`src/pkg/sssp_pkg.sv`:
```
// Purpose: Shared constants and types for the synchronous serial shift port
// Assumes: 32-bit APB, one aligned word per register
// Notes:   Offsets, field positions and reset values live here only
package sssp_pkg;

  localparam int ADDR_W = 8;
  localparam int DATA_W = 32;
  localparam int SR_W   = 8;
  localparam int CNT_W  = 4;

  // Clock figures, in ns, and the instruction cycle in pclk cycles
  localparam int PCLK_NS   = 5;
  localparam int TC_NS     = 10;
  localparam int TC_CYCLES = (TC_NS + PCLK_NS - 1) / PCLK_NS;

  // Register byte offsets
  localparam logic [ADDR_W-1:0] OFF_CTRL = 8'h00;
  localparam logic [ADDR_W-1:0] OFF_STAT = 8'h04;
  localparam logic [ADDR_W-1:0] OFF_DATA = 8'h08;
  localparam logic [ADDR_W-1:0] OFF_PGD  = 8'h0c;
  localparam logic [ADDR_W-1:0] OFF_PGC  = 8'h10;

  // Field positions
  localparam int STAT_BUSY_POS = 0;
  localparam int STAT_CNT_POS  = 1;
  localparam int PGD_IDLE_POS  = 5;
  localparam int PGC_LSB_POS   = 4;

  // Bit count at which a full byte has moved
  localparam logic [CNT_W-1:0] FULL_COUNT = 4'h8;

  typedef struct packed {
    logic irq_en;
    logic rate_sel_high;
    logic rate_sel_low;
    logic port_select_bit;
  } ctrl_t;

  // Port G configuration bits 6..4
  typedef struct packed {
    logic edge_select_flag;
    logic clk_int_cfg;
    logic sdo_cfg;
  } pgc_t;

  localparam ctrl_t             CTRL_RST = '0;
  localparam pgc_t              PGC_RST  = '0;
  localparam logic              IDLE_RST = 1'b0;
  localparam logic [SR_W-1:0]   SR_RST   = 8'h00;

endpackage

```
`src/sssp_sync2.sv`:
```
// Purpose: Two-flop synchroniser for pin inputs
// Assumes: Inputs are asynchronous to pclk
// Notes:   First stage feeds only the second stage
`timescale 1ns/100ps
`default_nettype none
module sssp_sync2 #(
  parameter int W = 1
) (
  input  wire logic         pclk,
  input  wire logic         presetn,
  input  wire logic [W-1:0] d,
  output logic      [W-1:0] q
);

  logic [W-1:0] meta_ff;

  always_ff @(posedge pclk or negedge presetn)
  begin
    if (!presetn)
    begin
      meta_ff <= '0;
      q       <= '0;
    end
    else
    begin
      meta_ff <= d;
      q       <= meta_ff;
    end
  end

endmodule
`default_nettype wire

```
`src/shift_clk_div.sv`:
```
// Purpose: Half-period enable for the master shift clock
// Assumes: rate code 00, 01, 1x selects 2, 4, 8 instruction cycles per period
// Notes:   Counter restarts whenever run drops
`timescale 1ns/100ps
`default_nettype none
module shift_clk_div #(
  parameter int TC_CYCLES = sssp_pkg::TC_CYCLES
) (
  input  wire logic       pclk,
  input  wire logic       presetn,
  input  wire logic       run,
  input  wire logic [1:0] rate,
  output logic            half_en
);

  logic [7:0] cnt_ff;
  wire  [7:0] half_len;
  wire        wrap;

  // Half of 2, 4 or 8 instruction cycles
  assign half_len = rate[1] ? 8'(4 * TC_CYCLES) :
                    rate[0] ? 8'(2 * TC_CYCLES) : 8'(TC_CYCLES);
  assign wrap     = (cnt_ff == half_len - 8'h01);
  assign half_en  = run & wrap;

  always_ff @(posedge pclk or negedge presetn)
  begin
    if (!presetn)
      cnt_ff <= 8'h00;
    else if (!run || wrap)
      cnt_ff <= 8'h00;
    else
      cnt_ff <= cnt_ff + 8'h01;
  end

endmodule
`default_nettype wire

```
`src/sync_serial_shift_port.sv`:
```
// Summary of operation
// - Eight-bit shift register on data and clock pins
// - Internal clock means master, external means slave
// - Port works only while port select is set
// - Rate code sets period: 2, 4, 8 cycles
// - Writing busy starts; cleared after eight bits
// - Clearing busy early stops the shift
// - Completion raises interrupt request when enabled
// - Master makes the clock and starts exchanges
// - Clock stops after eight pulses
// - Pin config bits pick output and clock source
// - Slave busy set early; cleared after eight
// - Port G data bit five sets idle level
// - Normal phase: sample rising, shift falling
// - Alternate phase: sample falling, output rising
// - Port G config bit six picks phase
// - Edge choice follows XOR of both bits
// - Edge select flag resets cleared
//
// Purpose: Synchronous serial shift port with APB register access
// Assumes: pclk 200 MHz; pins are asynchronous and pass two flops
// Notes:   Master input is sampled late by the synchroniser delay,
//          so the far end must hold data for a half period
`timescale 1ns/100ps
`default_nettype none
module sync_serial_shift_port #(
  parameter int TC_CYCLES = sssp_pkg::TC_CYCLES
) (
  input  wire logic                        pclk,
  input  wire logic                        presetn,
  input  wire logic                        psel,
  input  wire logic                        penable,
  input  wire logic                        pwrite,
  input  wire logic [sssp_pkg::ADDR_W-1:0] paddr,
  input  wire logic [sssp_pkg::DATA_W-1:0] pwdata,
  output logic      [sssp_pkg::DATA_W-1:0] prdata,
  output logic                             pready,
  output logic                             pslverr,
  input  wire logic                        sdi_pin,
  input  wire logic                        shift_clock_pin_i,
  output logic                             shift_clock_pin_o,
  output logic                             shift_clock_pin_oe_n,
  output logic                             sdo_pin_o,
  output logic                             sdo_pin_oe_n,
  output logic                             shift_done_irq
);
  import sssp_pkg::*;

  ctrl_t              ctrl_ff;
  pgc_t               pgc_ff;
  logic               idle_hi_ff;
  logic               busy_ff;
  logic [CNT_W-1:0]   cnt_ff;
  logic [SR_W-1:0]    serial_shift_reg_ff;
  logic               sdo_ff;
  logic               sck_ff;
  logic               prev_ff;
  logic               irq_ff;
  logic [DATA_W-1:0]  prdata_ff;

  logic               nxt_busy;
  logic [CNT_W-1:0]   nxt_cnt;
  logic [SR_W-1:0]    nxt_sr;
  logic               nxt_sdo;
  logic               nxt_sck;

  logic               sck_s;
  logic               sdi_s;
  logic               half_en;

  // Bus decode
  wire wr_acc   = psel & penable & pwrite;
  wire rd_setup = psel & ~penable & ~pwrite;
  wire hit_ctrl = (paddr == OFF_CTRL);
  wire hit_stat = (paddr == OFF_STAT);
  wire hit_data = (paddr == OFF_DATA);
  wire hit_pgd  = (paddr == OFF_PGD);
  wire hit_pgc  = (paddr == OFF_PGC);
  wire mapped   = hit_ctrl | hit_stat | hit_data | hit_pgd | hit_pgc;

  // Mode and phase selection
  wire port_on  = ctrl_ff.port_select_bit;
  wire master   = port_on & pgc_ff.clk_int_cfg;
  wire idle_lvl = idle_hi_ff;
  wire out_fall = ~(pgc_ff.edge_select_flag ^ idle_hi_ff);
  wire [1:0] rate_code = {ctrl_ff.rate_sel_high, ctrl_ff.rate_sel_low};

  // Edge detection on whichever clock drives the shifter
  wire cur_sck  = master ? sck_ff : sck_s;
  wire rise     = busy_ff & cur_sck & ~prev_ff;
  wire fall     = busy_ff & ~cur_sck & prev_ff;
  wire samp     = out_fall ? rise : fall;
  wire shft     = out_fall ? fall : rise;

  // Transfer control
  wire done     = busy_ff & (cnt_ff == FULL_COUNT) & (cur_sck == idle_lvl);
  wire start    = wr_acc & hit_stat & pwdata[STAT_BUSY_POS] & port_on;
  wire abort    = wr_acc & hit_stat & ~pwdata[STAT_BUSY_POS];
  wire wr_data  = wr_acc & hit_data;
  wire run      = busy_ff & master & ~done;

  // Read data mux
  wire [DATA_W-1:0] rd_ctrl = DATA_W'(ctrl_ff);
  wire [DATA_W-1:0] rd_stat = DATA_W'({cnt_ff, busy_ff});
  wire [DATA_W-1:0] rd_data = DATA_W'(serial_shift_reg_ff);
  wire [DATA_W-1:0] rd_pgd  = DATA_W'(idle_hi_ff) << PGD_IDLE_POS;
  wire [DATA_W-1:0] rd_pgc  = DATA_W'(pgc_ff) << PGC_LSB_POS;
  wire [DATA_W-1:0] rd_mux  = hit_ctrl ? rd_ctrl :
                              hit_stat ? rd_stat :
                              hit_data ? rd_data :
                              hit_pgd  ? rd_pgd  :
                              hit_pgc  ? rd_pgc  : '0;

  assign prdata  = prdata_ff;
  assign pready  = 1'b1;
  assign pslverr = psel & penable & ~mapped;

  // Pins: enables are low while driving
  assign shift_clock_pin_o    = sck_ff;
  assign shift_clock_pin_oe_n = ~master;
  assign sdo_pin_o            = sdo_ff;
  assign sdo_pin_oe_n         = ~(port_on & pgc_ff.sdo_cfg);
  assign shift_done_irq       = irq_ff;

  sssp_sync2 #(
    .W (2)
  ) u_sync (
    .pclk    (pclk),
    .presetn (presetn),
    .d       ({shift_clock_pin_i, sdi_pin}),
    .q       ({sck_s, sdi_s})
  );

  shift_clk_div #(
    .TC_CYCLES (TC_CYCLES)
  ) u_div (
    .pclk    (pclk),
    .presetn (presetn),
    .run     (run),
    .rate    (rate_code),
    .half_en (half_en)
  );

  // Next-state logic
  always_comb
  begin
    // Software set wins over the hardware clear
    nxt_busy = start | (busy_ff & ~done & ~abort & port_on);
    nxt_cnt  = cnt_ff;
    if (start)
      nxt_cnt = '0;
    else if (samp)
      nxt_cnt = cnt_ff + 4'h1;
    nxt_sr = serial_shift_reg_ff;
    if (wr_data)
      nxt_sr = pwdata[SR_W-1:0];
    else if (samp)
      nxt_sr = {serial_shift_reg_ff[SR_W-2:0], sdi_s};
    nxt_sdo = sdo_ff;
    if (wr_data)
      nxt_sdo = pwdata[SR_W-1];
    else if (start || shft)
      nxt_sdo = serial_shift_reg_ff[SR_W-1];
    // Master clock toggles only inside a transfer
    if (run)
      nxt_sck = sck_ff ^ half_en;
    else
      nxt_sck = idle_lvl;
  end

  always_ff @(posedge pclk or negedge presetn)
  begin
    if (!presetn)
    begin
      ctrl_ff    <= CTRL_RST;
      pgc_ff     <= PGC_RST;
      idle_hi_ff <= IDLE_RST;
    end
    else if (wr_acc)
    begin
      if (hit_ctrl)
        ctrl_ff <= ctrl_t'(pwdata[3:0]);
      if (hit_pgd)
        idle_hi_ff <= pwdata[PGD_IDLE_POS];
      if (hit_pgc)
        pgc_ff <= pgc_t'(pwdata[PGC_LSB_POS +: 3]);
    end
  end

  always_ff @(posedge pclk or negedge presetn)
  begin
    if (!presetn)
    begin
      busy_ff             <= 1'b0;
      cnt_ff              <= '0;
      serial_shift_reg_ff <= SR_RST;
      sdo_ff              <= 1'b0;
    end
    else
    begin
      busy_ff             <= nxt_busy;
      cnt_ff              <= nxt_cnt;
      serial_shift_reg_ff <= nxt_sr;
      sdo_ff              <= nxt_sdo;
    end
  end

  always_ff @(posedge pclk or negedge presetn)
  begin
    if (!presetn)
    begin
      sck_ff  <= IDLE_RST;
      prev_ff <= IDLE_RST;
      irq_ff  <= 1'b0;
    end
    else
    begin
      sck_ff  <= nxt_sck;
      prev_ff <= cur_sck;
      irq_ff  <= done & ctrl_ff.irq_en;
    end
  end

  // Read data is caught in the setup cycle, so the slave needs no wait state
  always_ff @(posedge pclk or negedge presetn)
  begin
    if (!presetn)
      prdata_ff <= '0;
    else if (rd_setup)
      prdata_ff <= rd_mux;
  end
endmodule
`default_nettype wire

```
`config.mk`:
```
export PLATFORM = sky130hd
export DESIGN_NAME = sync_serial_shift_port
export DESIGN_NICKNAME = d
export VERILOG_FILES = /design/src/pkg/sssp_pkg.sv /design/src/sssp_sync2.sv /design/src/shift_clk_div.sv /design/src/sync_serial_shift_port.sv
export SDC_FILE = /design/constraint.sdc
export NUM_CORES = 1
export LEC_CHECK = 0
export BUFFER_PORTS_ARGS = -buffer_cell sky130_fd_sc_hd__buf_2
export CORE_MARGIN = 4
export CORE_UTILIZATION = 30
export DETAILED_ROUTE_END_ITERATION = 12
export GPL_TIMING_DRIVEN = 0
export REMOVE_ABC_BUFFERS = 1
export SYNTH_ARGS = -nofsm -noshare
export SYNTH_HDL_FRONTEND = slang
export SYNTH_SLANG_ARGS = --single-unit
```
`constraint.sdc`:
```
create_clock -name pclk -period 3.6 [get_ports pclk]
set_clock_uncertainty 0.05 [all_clocks]
set_input_delay 0 -clock pclk [delete_from_list [all_inputs] [get_ports pclk]]
set_output_delay 0 -clock pclk [all_outputs]
set_load 0.05 [all_outputs]
```
==> out/results.tsv <==
stage	metric	value	unit
routing	first_pass_iters	4	
routing	avgRoutedWirePerCell	13.3	um
placement	gp_congestion	0.788	
synthesis	synth.most_common_cell	dfrtp_1	
sta	period_share	70.5	%
worst_setup_path	critical_path.startpoint	ctrl_ff[2]$_DFFE_PN0P_	
synthesis	synth_area_per_cell	9.93	um^2
sta	finalSetupTns	0	ns
sta	setup_slack	1.06	ns
floorplanning	io-pin-count	86	
routing	drtIter0Drc	102	
job	cap_violations	0	
floorplanning	rows	33	
clocking	clk_latency	0.30	ns
power_and_ir_drop	swShare	29.2	%
worst_setup_path	cp.arrival	2.67	ns
global_route	antenna_found_initial	0	
placement	io_buffers	36	
placement	hpwl	3960	um
clocking	cts-root-buf	clkbuf_8	
synthesis	synth_seq_cells	45	
synthesis	ys_warn_count	0	
clocking	clk_pin_slew	0.08	ns
sta	fmax	394	MHz
worst_setup_path	endpoint	u_div.cnt_ff[2]$_DFF_PN0_	
routing	num_vias	1882	
sta	finalSetupViolCount	0	
synthesis	synth_ff_type	dfrtp_1	
finish	fin_nets	349	
global_route	grt_pass1_wl	8810	um
routing	ant_nets	0	
clocking	clock-sinks	45	
clocking	post_cts_buffers	0	
clocking	clock_path_buffers	2	
floorplanning	dieArea	9970	um^2
placement	dp_slack	1.04	ns
worst_setup_path	crit_type	reg2reg	
synthesis	yosysSeqAreaShare	44.5	%
global_route	grt_max_degree	46	
finish	num_antenna_cells	0	
synthesis	synth_edf_count	0	
worst_setup_path	reg2reg_to	u_div.cnt_ff[2]$_DFF_PN0_	
sta	slew_violations	0	
sta	timing.final.crit_period	2.54	ns
sta	max_slew_margin	30.8	%
worst_setup_path	cp-end-kind	flip-flop	
global_route	grt_usage	10.9	%
status	outcome	completed	
placement	dpl_cell_area	2690	um^2
sta	rsz0062_at_grt	false	
power_and_ir_drop	finalPower	0.958	mW
synthesis	async_flop_share	100	%
clocking	cts_buffers	5	
power_and_ir_drop	p_comb_share	14.2	%
synthesis	synth_area	2530	um^2
synthesis	synthTopCellsByArea	dfrtp_1, buf_4, mux2i_1, nor2_1, mux2_2	
synthesis	yosysUniqueCellTypes	51	
synthesis	synth_top_area_share	44.5	%
global_route	gr-total-overflow	0	
power_and_ir_drop	power_leakage	1.40	nW
power_and_ir_drop	switchingPower	0.280	mW
sta	tightestPinTransition	1.04	ns
power_and_ir_drop	vdd_drop_max	0.147	mV
power_and_ir_drop	internal_power	0.678	mW
finish	area_growth	13.9	%
routing	drcViolationCount	0	
synthesis	synthCells	255	
worst_setup_path	reg2reg_slack	1.06	ns
hold_path	hold_class	in2reg	
floorplanning	die-width	99.9	um
global_route	grt_pass1_vias	1794	
clocking	hold_buffers	11	
clocking	cts_tree	yes	
worst_setup_path	start_kind	flip-flop	
floorplanning	core-area	8220	um^2
floorplanning	fp.dieH	99.9	um
worst_setup_path	critical_path_peak_fanout	8	
power_and_ir_drop	p_per_area	332	nW/um^2
worst_setup_path	r2r_start	ctrl_ff[2]$_DFFE_PN0P_	
power_and_ir_drop	pwr-share-clk	31.8	%
finish	post-route-cell-area	2880	um^2
finish	layout-drive-gt1-share	20.5	%
routing	wl	5360	um
routing	vias_per_cell	4.67	
sta	finalHoldViolCount	0	
worst_setup_path	ff2ff_path_depth	7	
clocking	htree_levels	2	
synthesis	yosys-top-cells-count	dfrtp_1, nor2_1, buf_4	
clocking	cts_resized	0	
floorplanning	start_util	30.8	%
worst_setup_path	worst_ep_required_time	3.73	ns
power_and_ir_drop	pwr-share-seq	53.9	%
synthesis	yosysTopAreaCell	dfrtp_1	
## worst max-delay path, stage by stage (launching register included)
cell       delay [ns]
dfrtp_1          0.42
or2_2            0.33
ha_1             0.21
ha_1             0.19
or3_1            0.38
a2111oi_2        0.43
or3_1            0.33
nor2_1           0.09
## power by group through the flow
stage | sequential (mW) | combinational [mW] | clock (mW)
floorplan | 0.529 | 0.0856 | 0
global placement | 0.527 | 0.127 | 0
detailed placement | 0.527 | 0.128 | 0
CTS | 0.517 | 0.138 | 0.319
global route | 0.518 | 0.147 | 0.340
finish | 0.517 | 0.136 | 0.305
## cell type report
| type | instances | area, um^2 |
|---|---|---|
| multi-input combinational | 188 | 1220 |
| inverter | 10 | 37.5 |
| fill | 852 | 5330 |
| tap | 105 | 131 |
| sequential | 45 | 1130 |
| timing repair buffer | 47 | 290 |
| clock inverter | 2 | 10.0 |
| clock buffer | 6 | 72.6 |
## per-layer routing
metal	routed length, um	GRT usage [%]	vias to the layer above
met5	0	0	-
met1	2480	14.8	912
met3	361	2.36	4
met4	39	2.84	0
met2	2480	17.7	56
li1	-	-	910
## metrics by stage
stage | std cells | hold slack [ns] | util, %
after floorplan | 243 | -0.346 | -
after global placement | 384 | 0.0615 | 32.8
after CTS | 403 | 0.0722 | 35.1
after global routing | 403 | 0.0997 | 35.1
after detailed placement | 384 | 0.0630 | 32.8
final | 403 | 0.0747 | 35.1
## placed cells by master, fill, tap and decap left out, types with 3 or more instances in the layout
cell type      instances
conb_1                25
mux2i_1               13
nand2_1               21
buf_2                 36
a21oi_1               11
dlygate4sd3_1         11
ha_1                   5
nand3_1               12
nor2_1                27
a22o_1                 4
inv_1                 10
o21ai_0                8
mux2_2                 7
clkbuf_8               5
or3_1                  3
xnor2_1                8
o41ai_1                3
xor2_1                 6
dfrtp_1               45
## cell families (layout without fill, tap and decap cells)
| logic type | after synthesis | count (layout) | synth area share [%] |
|---|---|---|---|
| simple gates | 81 | 81 | 16.6 |
| flops | 45 | 45 | 44.5 |
| buf+inv | 45 | 65 | 10.9 |
| compound gates | 43 | 43 | 12.2 |
| mux | 20 | 20 | 8.26 |
| xor+xnor | 14 | 14 | 4.84 |
| fa+ha+maj | 5 | 5 | 2.47 |
| other cells | 2 | 25 | 0.297 |
## worst min path at each step
stage / from / to / depth (start not counted) / slack [ns]
after global routing: paddr[4] / prdata[6]$_DFFE_PN0P_ / 3 / 0.1
after global placement: sdi_pin / u_sync.meta_ff[0]$_DFF_PN0_ / 1 / 0.06
final: paddr[2] / prdata[6]$_DFFE_PN0P_ / 2 / 0.07
after CTS: paddr[5] / busy_ff$_DFF_PN0_ / 4 / 0.07
after detailed placement: sdi_pin / u_sync.meta_ff[0]$_DFF_PN0_ / 1 / 0.06
after floorplan: presetn / busy_ff$_DFF_PN0_ / 0 / -0.35
## flip-flops by register name, summed over array words and instances (netlist names)
register	flops
shift_done_irq	1
ctrl_ff	3
u_sync.meta_ff	2
idle_hi_ff	1
port_on	1
sdo_pin_o	1
serial_shift_reg_ff	8
u_div.cnt_ff	8
shift_clock_pin_o	1
prev_ff	1
prdata	8
busy_ff	1
cnt_ff	4
u_sync.q	2
pgc_ff	3
No activity file was read; power rests on OpenSTA's default activity.
